**src/xlm_pkg.sv**
```systemverilog
`default_nettype none
package xlm_pkg;

  // Clock and tick timing
  localparam int CLK_KHZ = 20000;
  localparam int TICK_MS = 500;
  localparam int HALF_SEC_CYCLES = TICK_MS * CLK_KHZ;

  // Persistence thresholds in milliseconds and in half-second ticks
  localparam int DECLARE_MS = 2500;
  localparam int CLEAR_MS = 10000;
  localparam logic [4:0] DECLARE_TICKS = 5'(DECLARE_MS / TICK_MS);
  localparam logic [4:0] CLEAR_TICKS = 5'(CLEAR_MS / TICK_MS);

  // Per-second performance limits
  localparam logic [7:0] SES_CRC_LIMIT = 8'h12;
  localparam logic [3:0] UAS_RUN = 4'hA;
  localparam logic [31:0] UAS_RUN_W = 32'h0000000A;
  localparam int CRC_GROUPS = 4;

  // Register offsets
  localparam logic [7:0] REG_CTRL = 8'h00;
  localparam logic [7:0] REG_CLEAR = 8'h04;
  localparam logic [7:0] REG_FAIL = 8'h08;
  localparam logic [7:0] REG_ES = 8'h0C;
  localparam logic [7:0] REG_SES = 8'h10;
  localparam logic [7:0] REG_UAS = 8'h14;
  localparam logic [7:0] REG_STATE = 8'h18;

  // Control field positions and reset values
  localparam int CTRL_ENABLE_BIT = 0;
  localparam logic [31:0] CTRL_RESET = 32'h00000001;
  localparam int STATE_UNAVAIL_BIT = 0;

  typedef enum logic {
    XLM_AVAILABLE,
    XLM_UNAVAILABLE
  } xlm_avail_e;

  typedef struct packed {
    logic near_signal_absent;
    logic far_signal_absent;
    logic severely_errored_frame;
    logic remote_defect_flag;
    logic near_power_loss;
    logic far_power_loss;
  } xlm_defect_s;

  typedef struct packed {
    logic far_power_loss;
    logic near_power_loss;
    logic far_frame_sync_lost;
    logic near_frame_sync_lost;
    logic far_signal_absent;
    logic near_signal_absent;
  } xlm_fail_s;

  typedef struct packed {
    logic [7:0] addr;
    logic [31:0] wdata;
    logic wr;
    logic rd;
  } xlm_bus_s;

endpackage
`default_nettype wire

```
**src/xlm_persist.sv**
```systemverilog
`default_nettype none
module xlm_persist #(
  parameter logic [4:0] SET_TICKS = 5'h05,
  parameter logic [4:0] CLR_TICKS = 5'h14
) (
  input wire logic core_clk_in,
  input wire logic reset_in,
  input wire logic tick_in,
  input wire logic defect_in,
  input wire logic block_in,
  input wire logic force_set_in,
  input wire logic force_clr_in,
  output logic fail_out,
  output logic criteria_out
);
  logic [4:0] cnt_ff;
  logic [4:0] nxt_cnt;
  logic fail_ff;
  logic nxt_fail;
  logic met_ff;
  logic nxt_met;

  always_comb begin
    nxt_cnt = cnt_ff;
    nxt_fail = fail_ff;
    // Criteria stay met while the run goes on past declaration
    nxt_met = defect_in && (met_ff || (!fail_ff && cnt_ff == SET_TICKS));
    if (!fail_ff) begin
      // Any gap in the defect restarts the run
      if (!defect_in) begin
        nxt_cnt = 5'h00;
      end else if (tick_in && cnt_ff != SET_TICKS) begin
        nxt_cnt = cnt_ff + 5'h01;
      end
      if (force_set_in ||
          (defect_in && cnt_ff == SET_TICKS && !block_in)) begin
        nxt_fail = 1'b1;
        nxt_cnt = 5'h00;
      end
    end else begin
      if (defect_in) begin
        nxt_cnt = 5'h00;
      end else if (tick_in && cnt_ff != CLR_TICKS) begin
        nxt_cnt = cnt_ff + 5'h01;
      end
      if (force_clr_in || (!defect_in && cnt_ff == CLR_TICKS)) begin
        nxt_fail = 1'b0;
        nxt_cnt = 5'h00;
      end
    end
  end

  always_ff @(posedge core_clk_in) begin
    if (reset_in) begin
      cnt_ff <= 5'h00;
      fail_ff <= 1'b0;
      met_ff <= 1'b0;
    end else begin
      cnt_ff <= nxt_cnt;
      fail_ff <= nxt_fail;
      met_ff <= nxt_met;
    end
  end

  assign fail_out = fail_ff;
  // Criteria seen even while the declaration is held off
  assign criteria_out = nxt_met;

endmodule // xlm_persist
`default_nettype wire

```
**src/xlm_line_monitor.sv**
```systemverilog
`default_nettype none
module xlm_line_monitor #(
  parameter int HALF_SEC_CYCLES = xlm_pkg::HALF_SEC_CYCLES
) (
  input wire logic core_clk_in,
  input wire logic reset_in,
  input wire xlm_pkg::xlm_defect_s defect_in,
  input wire logic [xlm_pkg::CRC_GROUPS-1:0] crc_anomaly_in,
  input wire xlm_pkg::xlm_bus_s bus_in,
  output logic [31:0] rd_data_out,
  output xlm_pkg::xlm_fail_s failure_out,
  output logic unavailable_out,
  output logic sec_tick_out
);
  import xlm_pkg::*;

  function automatic logic [7:0] crc_count(
      input logic [CRC_GROUPS-1:0] v);
    logic [7:0] n;
    n = 8'h00;
    for (int i = 0; i < CRC_GROUPS; i++) begin
      n = n + {7'h00, v[i]};
    end
    return n;
  endfunction

  function automatic logic [7:0] sat_add8(input logic [7:0] a,
                                          input logic [7:0] b);
    logic [8:0] s;
    s = {1'b0, a} + {1'b0, b};
    return s[8] ? 8'hFF : s[7:0];
  endfunction

  // Tick generation
  logic [23:0] div_ff;
  logic [23:0] nxt_div;
  logic phase_ff;
  logic nxt_phase;
  logic half_tick;
  logic sec_tick;

  always_comb begin
    half_tick = (div_ff == 24'(HALF_SEC_CYCLES - 1));
    nxt_div = half_tick ? 24'h000000 : div_ff + 24'h000001;
    nxt_phase = half_tick ? !phase_ff : phase_ff;
    sec_tick = half_tick && phase_ff;
  end

  always_ff @(posedge core_clk_in) begin
    if (reset_in) begin
      div_ff <= 24'h000000;
      phase_ff <= 1'b0;
    end else begin
      div_ff <= nxt_div;
      phase_ff <= nxt_phase;
    end
  end

  // Failure persistence
  logic near_los_fail, far_los_fail, near_lof_fail, far_lof_fail;
  logic near_lpr_fail, far_lpr_fail;
  logic near_lof_crit, far_lof_crit;
  logic arm_ff;
  logic nxt_arm;

  xlm_persist #(.SET_TICKS(DECLARE_TICKS), .CLR_TICKS(CLEAR_TICKS))
      u_near_los (
    .core_clk_in(core_clk_in),
    .reset_in(reset_in),
    .tick_in(half_tick),
    .defect_in(defect_in.near_signal_absent),
    .block_in(1'b0),
    .force_set_in(defect_in.near_signal_absent && near_lof_crit),
    .force_clr_in(1'b0),
    .fail_out(near_los_fail),
    .criteria_out()
  );

  xlm_persist #(.SET_TICKS(DECLARE_TICKS), .CLR_TICKS(CLEAR_TICKS))
      u_far_los (
    .core_clk_in(core_clk_in),
    .reset_in(reset_in),
    .tick_in(half_tick),
    .defect_in(defect_in.far_signal_absent),
    .block_in(1'b0),
    .force_set_in(defect_in.far_signal_absent && far_lof_crit),
    .force_clr_in(1'b0),
    .fail_out(far_los_fail),
    .criteria_out()
  );

  // frame loss held off by signal loss
  xlm_persist #(.SET_TICKS(DECLARE_TICKS), .CLR_TICKS(CLEAR_TICKS))
      u_near_lof (
    .core_clk_in(core_clk_in),
    .reset_in(reset_in),
    .tick_in(half_tick),
    .defect_in(defect_in.severely_errored_frame),
    .block_in(defect_in.near_signal_absent || near_los_fail),
    .force_set_in(1'b0),
    .force_clr_in(near_los_fail),
    .fail_out(near_lof_fail),
    .criteria_out(near_lof_crit)
  );

  // far frame loss, cleared by far signal loss
  xlm_persist #(.SET_TICKS(DECLARE_TICKS), .CLR_TICKS(CLEAR_TICKS))
      u_far_lof (
    .core_clk_in(core_clk_in),
    .reset_in(reset_in),
    .tick_in(half_tick),
    .defect_in(defect_in.remote_defect_flag),
    .block_in(defect_in.far_signal_absent || far_los_fail),
    .force_set_in(1'b0),
    .force_clr_in(far_los_fail),
    .fail_out(far_lof_fail),
    .criteria_out(far_lof_crit)
  );

  xlm_persist #(.SET_TICKS(DECLARE_TICKS), .CLR_TICKS(CLEAR_TICKS))
      u_near_lpr (
    .core_clk_in(core_clk_in),
    .reset_in(reset_in),
    .tick_in(half_tick),
    .defect_in(defect_in.near_power_loss),
    .block_in(1'b0),
    .force_set_in(1'b0),
    .force_clr_in(1'b0),
    .fail_out(near_lpr_fail),
    .criteria_out()
  );

  // arm on far primitive; a break in signal loss disarms unless far power loss is declared
  always_comb begin
    nxt_arm = arm_ff;
    if (defect_in.far_power_loss) begin
      nxt_arm = 1'b1;
    end else if (!defect_in.near_signal_absent && !far_lpr_fail) begin
      nxt_arm = 1'b0;
    end
  end

  always_ff @(posedge core_clk_in) begin
    if (reset_in) begin
      arm_ff <= 1'b0;
    end else begin
      arm_ff <= nxt_arm;
    end
  end

  // far power loss timed on near signal loss
  xlm_persist #(.SET_TICKS(DECLARE_TICKS), .CLR_TICKS(CLEAR_TICKS))
      u_far_lpr (
    .core_clk_in(core_clk_in),
    .reset_in(reset_in),
    .tick_in(half_tick),
    .defect_in(defect_in.near_signal_absent),
    .block_in(!arm_ff),
    .force_set_in(1'b0),
    .force_clr_in(1'b0),
    .fail_out(far_lpr_fail),
    .criteria_out()
  );

  assign failure_out = '{far_power_loss: far_lpr_fail,
                         near_power_loss: near_lpr_fail,
                         far_frame_sync_lost: far_lof_fail,
                         near_frame_sync_lost: near_lof_fail,
                         far_signal_absent: far_los_fail,
                         near_signal_absent: near_los_fail};

  // Register control
  logic [31:0] ctrl_ff;
  logic [31:0] nxt_ctrl;
  logic clr_req;
  logic enable;

  always_comb begin
    nxt_ctrl = ctrl_ff;
    if (bus_in.wr && bus_in.addr == REG_CTRL) begin
      nxt_ctrl = {31'h00000000, bus_in.wdata[CTRL_ENABLE_BIT]};
    end
    clr_req = bus_in.wr && bus_in.addr == REG_CLEAR;
    enable = ctrl_ff[CTRL_ENABLE_BIT];
  end

  always_ff @(posedge core_clk_in) begin
    if (reset_in) begin
      ctrl_ff <= CTRL_RESET;
    end else begin
      ctrl_ff <= nxt_ctrl;
    end
  end

  // Per-second accumulation
  logic [7:0] crc_sum_ff;
  logic [7:0] nxt_crc_sum;
  logic defect_seen_ff;
  logic nxt_defect_seen;
  logic [7:0] crc_now;
  logic defect_now;
  logic es_now;
  logic ses_now;

  always_comb begin
    crc_now = sat_add8(crc_sum_ff, crc_count(crc_anomaly_in));
    defect_now = defect_seen_ff || defect_in.near_signal_absent ||
                 defect_in.severely_errored_frame ||
                 defect_in.near_power_loss;
    es_now = (crc_now != 8'h00) || defect_now;
    ses_now = (crc_now >= SES_CRC_LIMIT) || defect_now;
    nxt_crc_sum = sec_tick ? 8'h00 : crc_now;
    nxt_defect_seen = sec_tick ? 1'b0 : defect_now;
  end

  always_ff @(posedge core_clk_in) begin
    if (reset_in) begin
      crc_sum_ff <= 8'h00;
      defect_seen_ff <= 1'b0;
    end else begin
      crc_sum_ff <= nxt_crc_sum;
      defect_seen_ff <= nxt_defect_seen;
    end
  end

  // Second counters and availability
  logic [31:0] es_ff, ses_ff, uas_ff;
  logic [31:0] nxt_es, nxt_ses, nxt_uas;
  logic [3:0] run_ff;
  logic [3:0] nxt_run;
  xlm_avail_e avail_ff;
  xlm_avail_e nxt_avail;
  logic count_sec;

  always_comb begin
    nxt_es = es_ff;
    nxt_ses = ses_ff;
    nxt_uas = uas_ff;
    nxt_run = run_ff;
    nxt_avail = avail_ff;
    count_sec = sec_tick && enable;
    if (clr_req) begin
      nxt_es = 32'h00000000;
      nxt_ses = 32'h00000000;
      nxt_uas = 32'h00000000;
      nxt_run = 4'h0;
      nxt_avail = XLM_AVAILABLE;
    end else if (count_sec) begin
      if (es_now) begin
        nxt_es = es_ff + 32'h00000001;
      end
      if (ses_now) begin
        nxt_ses = ses_ff + 32'h00000001;
      end
      case (avail_ff)
        XLM_AVAILABLE: begin
          nxt_run = ses_now ? run_ff + 4'h1 : 4'h0;
          if (ses_now && run_ff == UAS_RUN - 4'h1) begin
            nxt_avail = XLM_UNAVAILABLE;
            nxt_run = 4'h0;
            nxt_uas = uas_ff + UAS_RUN_W;
          end
        end
        XLM_UNAVAILABLE: begin
          nxt_uas = uas_ff + 32'h00000001;
          nxt_run = ses_now ? 4'h0 : run_ff + 4'h1;
          if (!ses_now && run_ff == UAS_RUN - 4'h1) begin
            nxt_avail = XLM_AVAILABLE;
            nxt_run = 4'h0;
            nxt_uas = uas_ff + 32'h00000001 - UAS_RUN_W;
          end
        end
        default: begin
          nxt_avail = XLM_AVAILABLE;
          nxt_run = 4'h0;
        end
      endcase
    end
  end

  always_ff @(posedge core_clk_in) begin
    if (reset_in) begin
      es_ff <= 32'h00000000;
      ses_ff <= 32'h00000000;
      uas_ff <= 32'h00000000;
      run_ff <= 4'h0;
      avail_ff <= XLM_AVAILABLE;
    end else begin
      es_ff <= nxt_es;
      ses_ff <= nxt_ses;
      uas_ff <= nxt_uas;
      run_ff <= nxt_run;
      avail_ff <= nxt_avail;
    end
  end

  assign unavailable_out = (avail_ff == XLM_UNAVAILABLE);
  assign sec_tick_out = sec_tick;

  // Register read, one cycle later; unmapped reads zero
  logic [31:0] rd_data_ff;
  logic [31:0] nxt_rd_data;

  always_comb begin
    nxt_rd_data = 32'h00000000;
    if (bus_in.rd) begin
      case (bus_in.addr)
        REG_CTRL: nxt_rd_data = ctrl_ff;
        REG_FAIL: nxt_rd_data = {26'h0000000, failure_out};
        REG_ES: nxt_rd_data = es_ff;
        REG_SES: nxt_rd_data = ses_ff;
        REG_UAS: nxt_rd_data = uas_ff;
        REG_STATE: nxt_rd_data = 32'(unavailable_out) << STATE_UNAVAIL_BIT;
        default: nxt_rd_data = 32'h00000000;
      endcase
    end
  end

  always_ff @(posedge core_clk_in) begin
    if (reset_in) begin
      rd_data_ff <= 32'h00000000;
    end else begin
      rd_data_ff <= nxt_rd_data;
    end
  end

  assign rd_data_out = rd_data_ff;
endmodule // xlm_line_monitor
`default_nettype wire

```
**config.mk**
```make
export PLATFORM = sky130hd
export DESIGN_NAME = xlm_line_monitor
export DESIGN_NICKNAME = d
export VERILOG_FILES = /design/src/xlm_pkg.sv /design/src/xlm_persist.sv /design/src/xlm_line_monitor.sv
export SDC_FILE = /design/constraint.sdc
export NUM_CORES = 1
export LEC_CHECK = 0
export BUFFER_PORTS_ARGS = -buffer_cell sky130_fd_sc_hd__buf_4
export CORE_MARGIN = 2
export CORE_UTILIZATION = 45
export CTS_BUF_LIST = sky130_fd_sc_hd__clkbuf_16
export DETAILED_ROUTE_END_ITERATION = 8
export PLACE_DENSITY = 0.72
export SLEW_MARGIN = 20
export SYNTH_ARGS = -nofsm -noshare
export SYNTH_HDL_FRONTEND = slang
export SYNTH_SLANG_ARGS = --single-unit
```
**constraint.sdc**
```tcl
create_clock -name core_clk_in -period 6.2 [get_ports core_clk_in]
set_input_delay 0.31 -clock core_clk_in [delete_from_list [all_inputs] [get_ports core_clk_in]]
set_output_delay 0.31 -clock core_clk_in [all_outputs]
set_load 0.005 [all_outputs]
```
* Word level (Yosys, flattened, before mapping)
Cells that the tools add are included.
** Storage, ports and cells
- Output and inout bits :: 40
- Register bits after elaboration :: 207
** Operators by class
- Bitwise operators :: 2
- Multiplexer cells :: 75
- $add $sub $neg :: 17
- Reduce and logical (&&, ||, !) cells :: 81
- Equal/unequal tests :: 45
- Order comparisons :: 1
** Operators with widths (count)
- $mux 5 :: 42
- $pmux 32 s6 :: 1
- $add 32x1->32 const B :: 3
- $mux 32 :: 2
- $pmux 32 s2 :: 1
- $logic_and 1x1->1 :: 40
- $add 32x4->32 const B :: 1
- $sub 32x4->32 const B :: 1
- $add 5x1->5 const B :: 6
- $eq 5x3->1 const B :: 6
- $eq 5x5->1 const B :: 6
- $ne 5x3->1 const B :: 6
- $ne 5x5->1 const B :: 6
- $add 24x1->24 const B :: 1
- $eq 24x24->1 const B :: 1
- $eq 8x5->1 const B :: 3
- $ne 4x1->1 const B :: 6
- $ne 4x4->1 const B :: 6
- $mux 1 :: 22
- $reduce_and 2->1 :: 9
- $eq 8x4->1 const B :: 2
- $mux 4 :: 4
- $logic_or 1x1->1 :: 13
- $logic_not 1->1 :: 12
- 17 further kinds :: 21

* Logic depth before layout (Yosys ltp)
- Depth after elaboration :: 11
- Depth in mapped cells :: 16
- Mapped depth without buffers :: 13

* Modules after synthesis
A second synthesis with hierarchy kept.
** Unflattened totals
- Cells, all modules :: 1585
- Area total of the unflattened synthesis :: 12727.2 sq um
** Modules (own cells, without submodules)
- xlm_line_monitor :: instances 1, area an instance 10009.6 sq um, seq. area each 3383.2 sq um, cells each 1261
- xlm_persist :: instances 6, area an instance 452.9 sq um, seq. area each 140.1 sq um, cells each 54

* Least setup slack after synthesis
OpenSTA, ideal clock, no wires.
- Path kind :: input port to flip-flop
- From :: input crc_anomaly_in[0] in the netlist's numbering
- To :: register uas_ff[19]
- Data arrival time :: 3.908 ns
- Cell stages on the path :: 14
- Data required time :: 6.085 ns
- Slack :: 2.177 ns
- Setup time :: 0.115 ns
- Cells stage by stage :: fa_1 -> inv_1 -> fa_1 -> inv_1 -> fa_1 -> inv_1 -> o21ai_0 -> a31oi_1 -> o211ai_1 -> or4_1 -> buf_2 -> o211a_1 -> o31a_1 -> o21a_1
** Between the ends
- Longest elaborated chain between the ends :: 11
- Elaborated cells on any way between the ends :: 14
** RTL lines
- start, declared :: line xlm_line_monitor.sv:8 : input wire logic [xlm_pkg::CRC_GROUPS-1:0] crc_anomaly_in,
- $add 1x1->2 (*) :: line xlm_line_monitor.sv:22 : n = n + {7'h00, v[i]};
- $add 2x1->3 (*) :: line xlm_line_monitor.sv:22
- $add 3x1->4 (*) :: line xlm_line_monitor.sv:22
- $add 8x4->9 (*) :: line xlm_line_monitor.sv:30 : s = {1'b0, a} + {1'b0, b};
- $mux 8 (*) :: line xlm_line_monitor.sv:31 : return s[8] ? 8'hFF : s[7:0];
- $ge 8x5->1 (*) :: line xlm_line_monitor.sv:211 : ses_now = (crc_now >= SES_CRC_LIMIT) || defect_now;
- $logic_or 1x1->1 (*) :: line xlm_line_monitor.sv:211
- $logic_not 1->1 :: line xlm_line_monitor.sv:267 : if (!ses_now && run_ff == UAS_RUN - 4'h1) begin
- $logic_and 1x1->1 :: line xlm_line_monitor.sv:267
- $mux 32 :: line xlm_line_monitor.sv:267
- $pmux 32 s2 :: line xlm_line_monitor.sv:255 : case (avail_ff)
- end signal, assigned :: line xlm_line_monitor.sv:291 : uas_ff <= nxt_uas;
- end, declared :: line xlm_line_monitor.sv:227 : logic [31:0] es_ff, ses_ff, uas_ff;
Mark *: on every way between the ends. The rest lies on a longest branch, timed or not.
A chain may end at the register's enable or synchronous reset.

* Worst setup path after layout
- From :: input crc_anomaly_in[0] in the netlist's numbering
- To :: register uas_ff[23]
The elaborated chain is that of the path after synthesis.

==> key figures <==
Critical path
  – Worst Path Required: roughly 6600 ps
  – Worst path bufs/invs: 4
  – CP peak stage delay: 820 ps
  – Worst-path cell chain: buf_4, fa_1, inv_1, fa_1, inv_1, fa_1, inv_1, o21ai_0, a31oi_1, o211ai_1, or4_1, nor3_4, nor3_1, or3_1
  – Crit end category: register
  – WP data arrival: 4700 ps
  – Setup CP Type: input port to register
  – Startpoint Class: input port
  – Crit path max-delay cell type: or4_1
  – Critical path fanouts, max: 8
  – WP depth: 14
  – R2R depth: 12
  – Crit-path leading delay family: simple AND/OR/NAND/NOR gates

Cells and area
  – Util after Layout: about 51%
  – Antenna diode instance count: 0
  – Layout area overhead: 11.5%
  – Fill cell count: about 2500
  – Final nets: 1552
  – Share of layout cells above drive strength 1: under 10%
  – Non-filler cells in the finished layout: roughly 1800

STA
  – Slew HR: between 20% and 30%
  – Setup TNS: 0 ps
  – Slew Limit Fails: 0
  – Hold Fails Final Rpt: 0
  – Fin worst setup slack: 1900 ps
  – Clock skew: ~20 ps
  – Min cycle time layout: about 4300 ps
  – Unrepaired setup endpoints after global routing: no
  – Fin crit share: approximately 69%
  – Slew @ Worst Pin: approximately 1200 ps
  – Worst hold slack: about 18 ps
  – Final setup viols: 0
  – Max Clock Freq: about 230 MHz

Global routing
  – First-pass GRT wire length: between 50000 and 60000 um
  – Global Route Usage Sum: 21.7%
  – Largest net degree at the start of global routing: 64
  – Vias in the first global route: a little over 10000
  – Grt ovf: 0
  – Initial antenna violation count: 0

Die
  – Die area: about 28000 um^2
  – Ports: 94
  – Row count: 59
  – Die span in y: approximately 170 um
  – Initial Util: 45.6%
  – Die Wd: 166 um
  – Core box area: about 26000 um^2

Route
  – Post-DR wirelength/cell: 17.1 um
  – Drt total wl: a little over 30000 um
  – Iter 0 DRT Violations: around 1000
  – TritonRoute pass-1 iters: 9
  – Via/cell ratio: about 6.0
  – Via Count: approximately 11000
  – DRC: 1
  – Antenna-violating nets left: 0

CTS
  – CTS tree: done
  – Skew-Pair Late Insertion Delay: 530 ps
  – TritonCTS buffer count: 24
  – Resize count post-CTS: 0
  – Worst-path clk slew: 60 ps
  – Clock Path Buffers: 3
  – H-tree lvl count: 1
  – Setup bufs post-CTS: 0
  – CTS Root Cell: clkbuf_16
  – Clk sinks: about 210
  – Hold-fix buffers, CTS: 0

Logic synthesis
  – Compound-cell area share of the yosys netlist: 15.9%
  – Syn nets: around 1600
  – Adder-cell area share of the yosys netlist: 3.36%
  – Multiplexer area fraction after synthesis: under 10%
  – EDFF count, synth: 0
  – Main combinational cell family by area after synthesis: simple AND/OR/NAND/NOR gates
  – Total number of yosys warnings: 0
  – Syn avg cell area: approximately 8 um^2
  – Synth Area in XOR/XNOR: a little under a tenth
  – Synth async-reset ratio: 0%
  – Mapped Area: roughly 12000 um^2
  – Register area share after synthesis: a little over a third
  – Ys flop type: dfxtp_1
  – Syn Inst Count: 1466
  – Synth cell types: 82
  – FF+latch count, synth: between 200 and 250
  – Post-Synth Simple-Gate Area: around 30%

Outcome
  – Outcome: complete, but fails checks
  – Failing checks: DRC

Place
  – GPL Wtd Cong: roughly 0.89
  – Hpwl dp: around 22000 um
  – Placed insts: 1777
  – PortBufs: 62
  – Pre-CTS setup slack: 1430 ps

Power
  – Maximum VDD drop: roughly 0.17 mV
  – LEAKAGE: 4.51 nW
  – PwrDens: roughly 220 nW/um^2

Min path
  – Hold Crit Class: input port to register
  – Hold path depth: 3

Run
  – Number of max-cap violations: 0
[worst paths after layout]
path / startpoint / endpoint / slack, ps
setup / recovery: crc_anomaly_in[0] / uas_ff[23] / 1900
hold / removal: defect_in[0] / arm_ff / 20
setup reg to reg: crc_sum_ff[0] / uas_ff[23] / 1990
hold reg to reg: div_ff[0] / div_ff[0] / 480
[cells in the mapped netlist (6+ instances only)]
master / count / share of area (%)
o22ai_1: 9 / 0.47
clkbuf_1: 70 / 2.2
o211ai_1: 11 / 0.70
xor2_1: 65 / 4.8
or3_1: 32 / 1.7
nand3_1: 64 / 2.7
a21oi_1: 81 / 3.4
a31oi_1: 18 / 0.95
nand4b_1: 6 / 0.44
nor2_1: 181 / 5.7
or2_2: 8 / 0.42
nor3b_1: 8 / 0.51
dfxtp_1: 207 / 35
inv_1: 38 / 1.2
a222oi_1: 32 / 2.7
nor2b_1: 13 / 0.69
nand2_1: 115 / 3.6
xnor2_1: 58 / 4.3
o2111ai_1: 7 / 0.52
and4_1: 11 / 0.81
o21a_1: 8 / 0.51
and2_1: 21 / 1.1
mux2i_1: 21 / 1.8
buf_2: 17 / 0.72
nand3b_1: 9 / 0.57
nor3_1: 50 / 2.1
o21ai_0: 58 / 2.4
and3_1: 33 / 1.7
nor4_1: 20 / 1.1
nand4_1: 58 / 3.1
buf_4: 6 / 0.38
ha_1: 27 / 2.8
[cell type report]
class                           count  area [um^2]  share of cell area [%]
Tap cell                          335          419                    3.17
Multi-Input combinational cell   1125         7190                    54.3
Clock inverter                     17          194                    1.47
Timing Repair Buffer               71          533                    4.03
Inverter                           39          146                    1.11
Sequential cell                   207         4140                    31.3
Clock buffer                       24          601                    4.54
[cells in the final DEF (no fill, tap or decap), types with 9 or more instances in the layout]
master     synthesis  final
dfxtp_1          207    207
nor2_1           181    181
nand2_1          115    115
a21oi_1           81     80
buf_4              6     71
xor2_1            65     65
nand3_1           64     64
nand4_1           58     58
xnor2_1           58     58
o21ai_0           58     58
nor3_1            50     50
inv_1             38     40
or3_1             32     32
a222oi_1          32     32
and3_1            33     31
ha_1              27     27
clkbuf_16          0     24
and2_1            21     21
mux2i_1           21     21
nor4_1            20     19
a31oi_1           18     18
nor2b_1           13     13
and4_1            11     11
o211ai_1          11     11
o22ai_1            9      9
nand3b_1           9      9
[power breakdown]
| group | internal, W | leakage [nW] | switching, W |
|---|---|---|---|
| sequential | 0.00134 | 1.67 | 0.0000181 |
| combinational | 0.0000557 | 2.45 | 0.0000928 |
| clock | 0.000867 | 0.392 | 0.000561 |
[per-layer routing]
| layer | share of wire [%] | global-route usage [%] | vias to the layer above |
|---|---|---|---|
| li1 | - | - | 5330 |
| met1 | 43 | 28.6 | 5194 |
| met2 | 47 | 36.4 | 399 |
| met3 | 7.1 | 3.57 | 69 |
| met4 | 3.1 | 7.16 | 0 |
| met5 | 0 | 0 | - |
[flip-flops by register name (all words and copies together), names as in the netlist, 4 cells and up, named ones only]
name	flops
u_far_lpr.cnt_ff	5
u_near_los.cnt_ff	5
run_ff	4
ses_ff	32
u_near_lpr.cnt_ff	5
u_far_lof.cnt_ff	5
es_ff	32
u_near_lof.cnt_ff	5
uas_ff	32
u_far_los.cnt_ff	5
crc_sum_ff	8
rd_data_out	32
div_ff	24
[per-stage QoR]
step	cell area, um^2	power (W)
6_report	13200	0.00294
3_5_place_dp	12400	0.00154
2_1_floorplan	11900	0.00149
3_3_place_gp	12400	0.00153
4_1_cts	13200	0.00296
5_1_grt	13200	0.00304
[tightest hold or removal path: stages]
cell and delay (ps):
buf_4 80, inv_1 30, a21oi_1 100
[cell families (layout without fill, tap and decap cells)]
group           Yosys count  count (layout)
simple gates            669             669
compound gates          280             280
flops                   207             207
buf+inv                 134             151
xor+xnor                123             123
fa+ha+maj                30              30
mux                      23              23
Note: power is estimated with default switching activity, not from simulation.
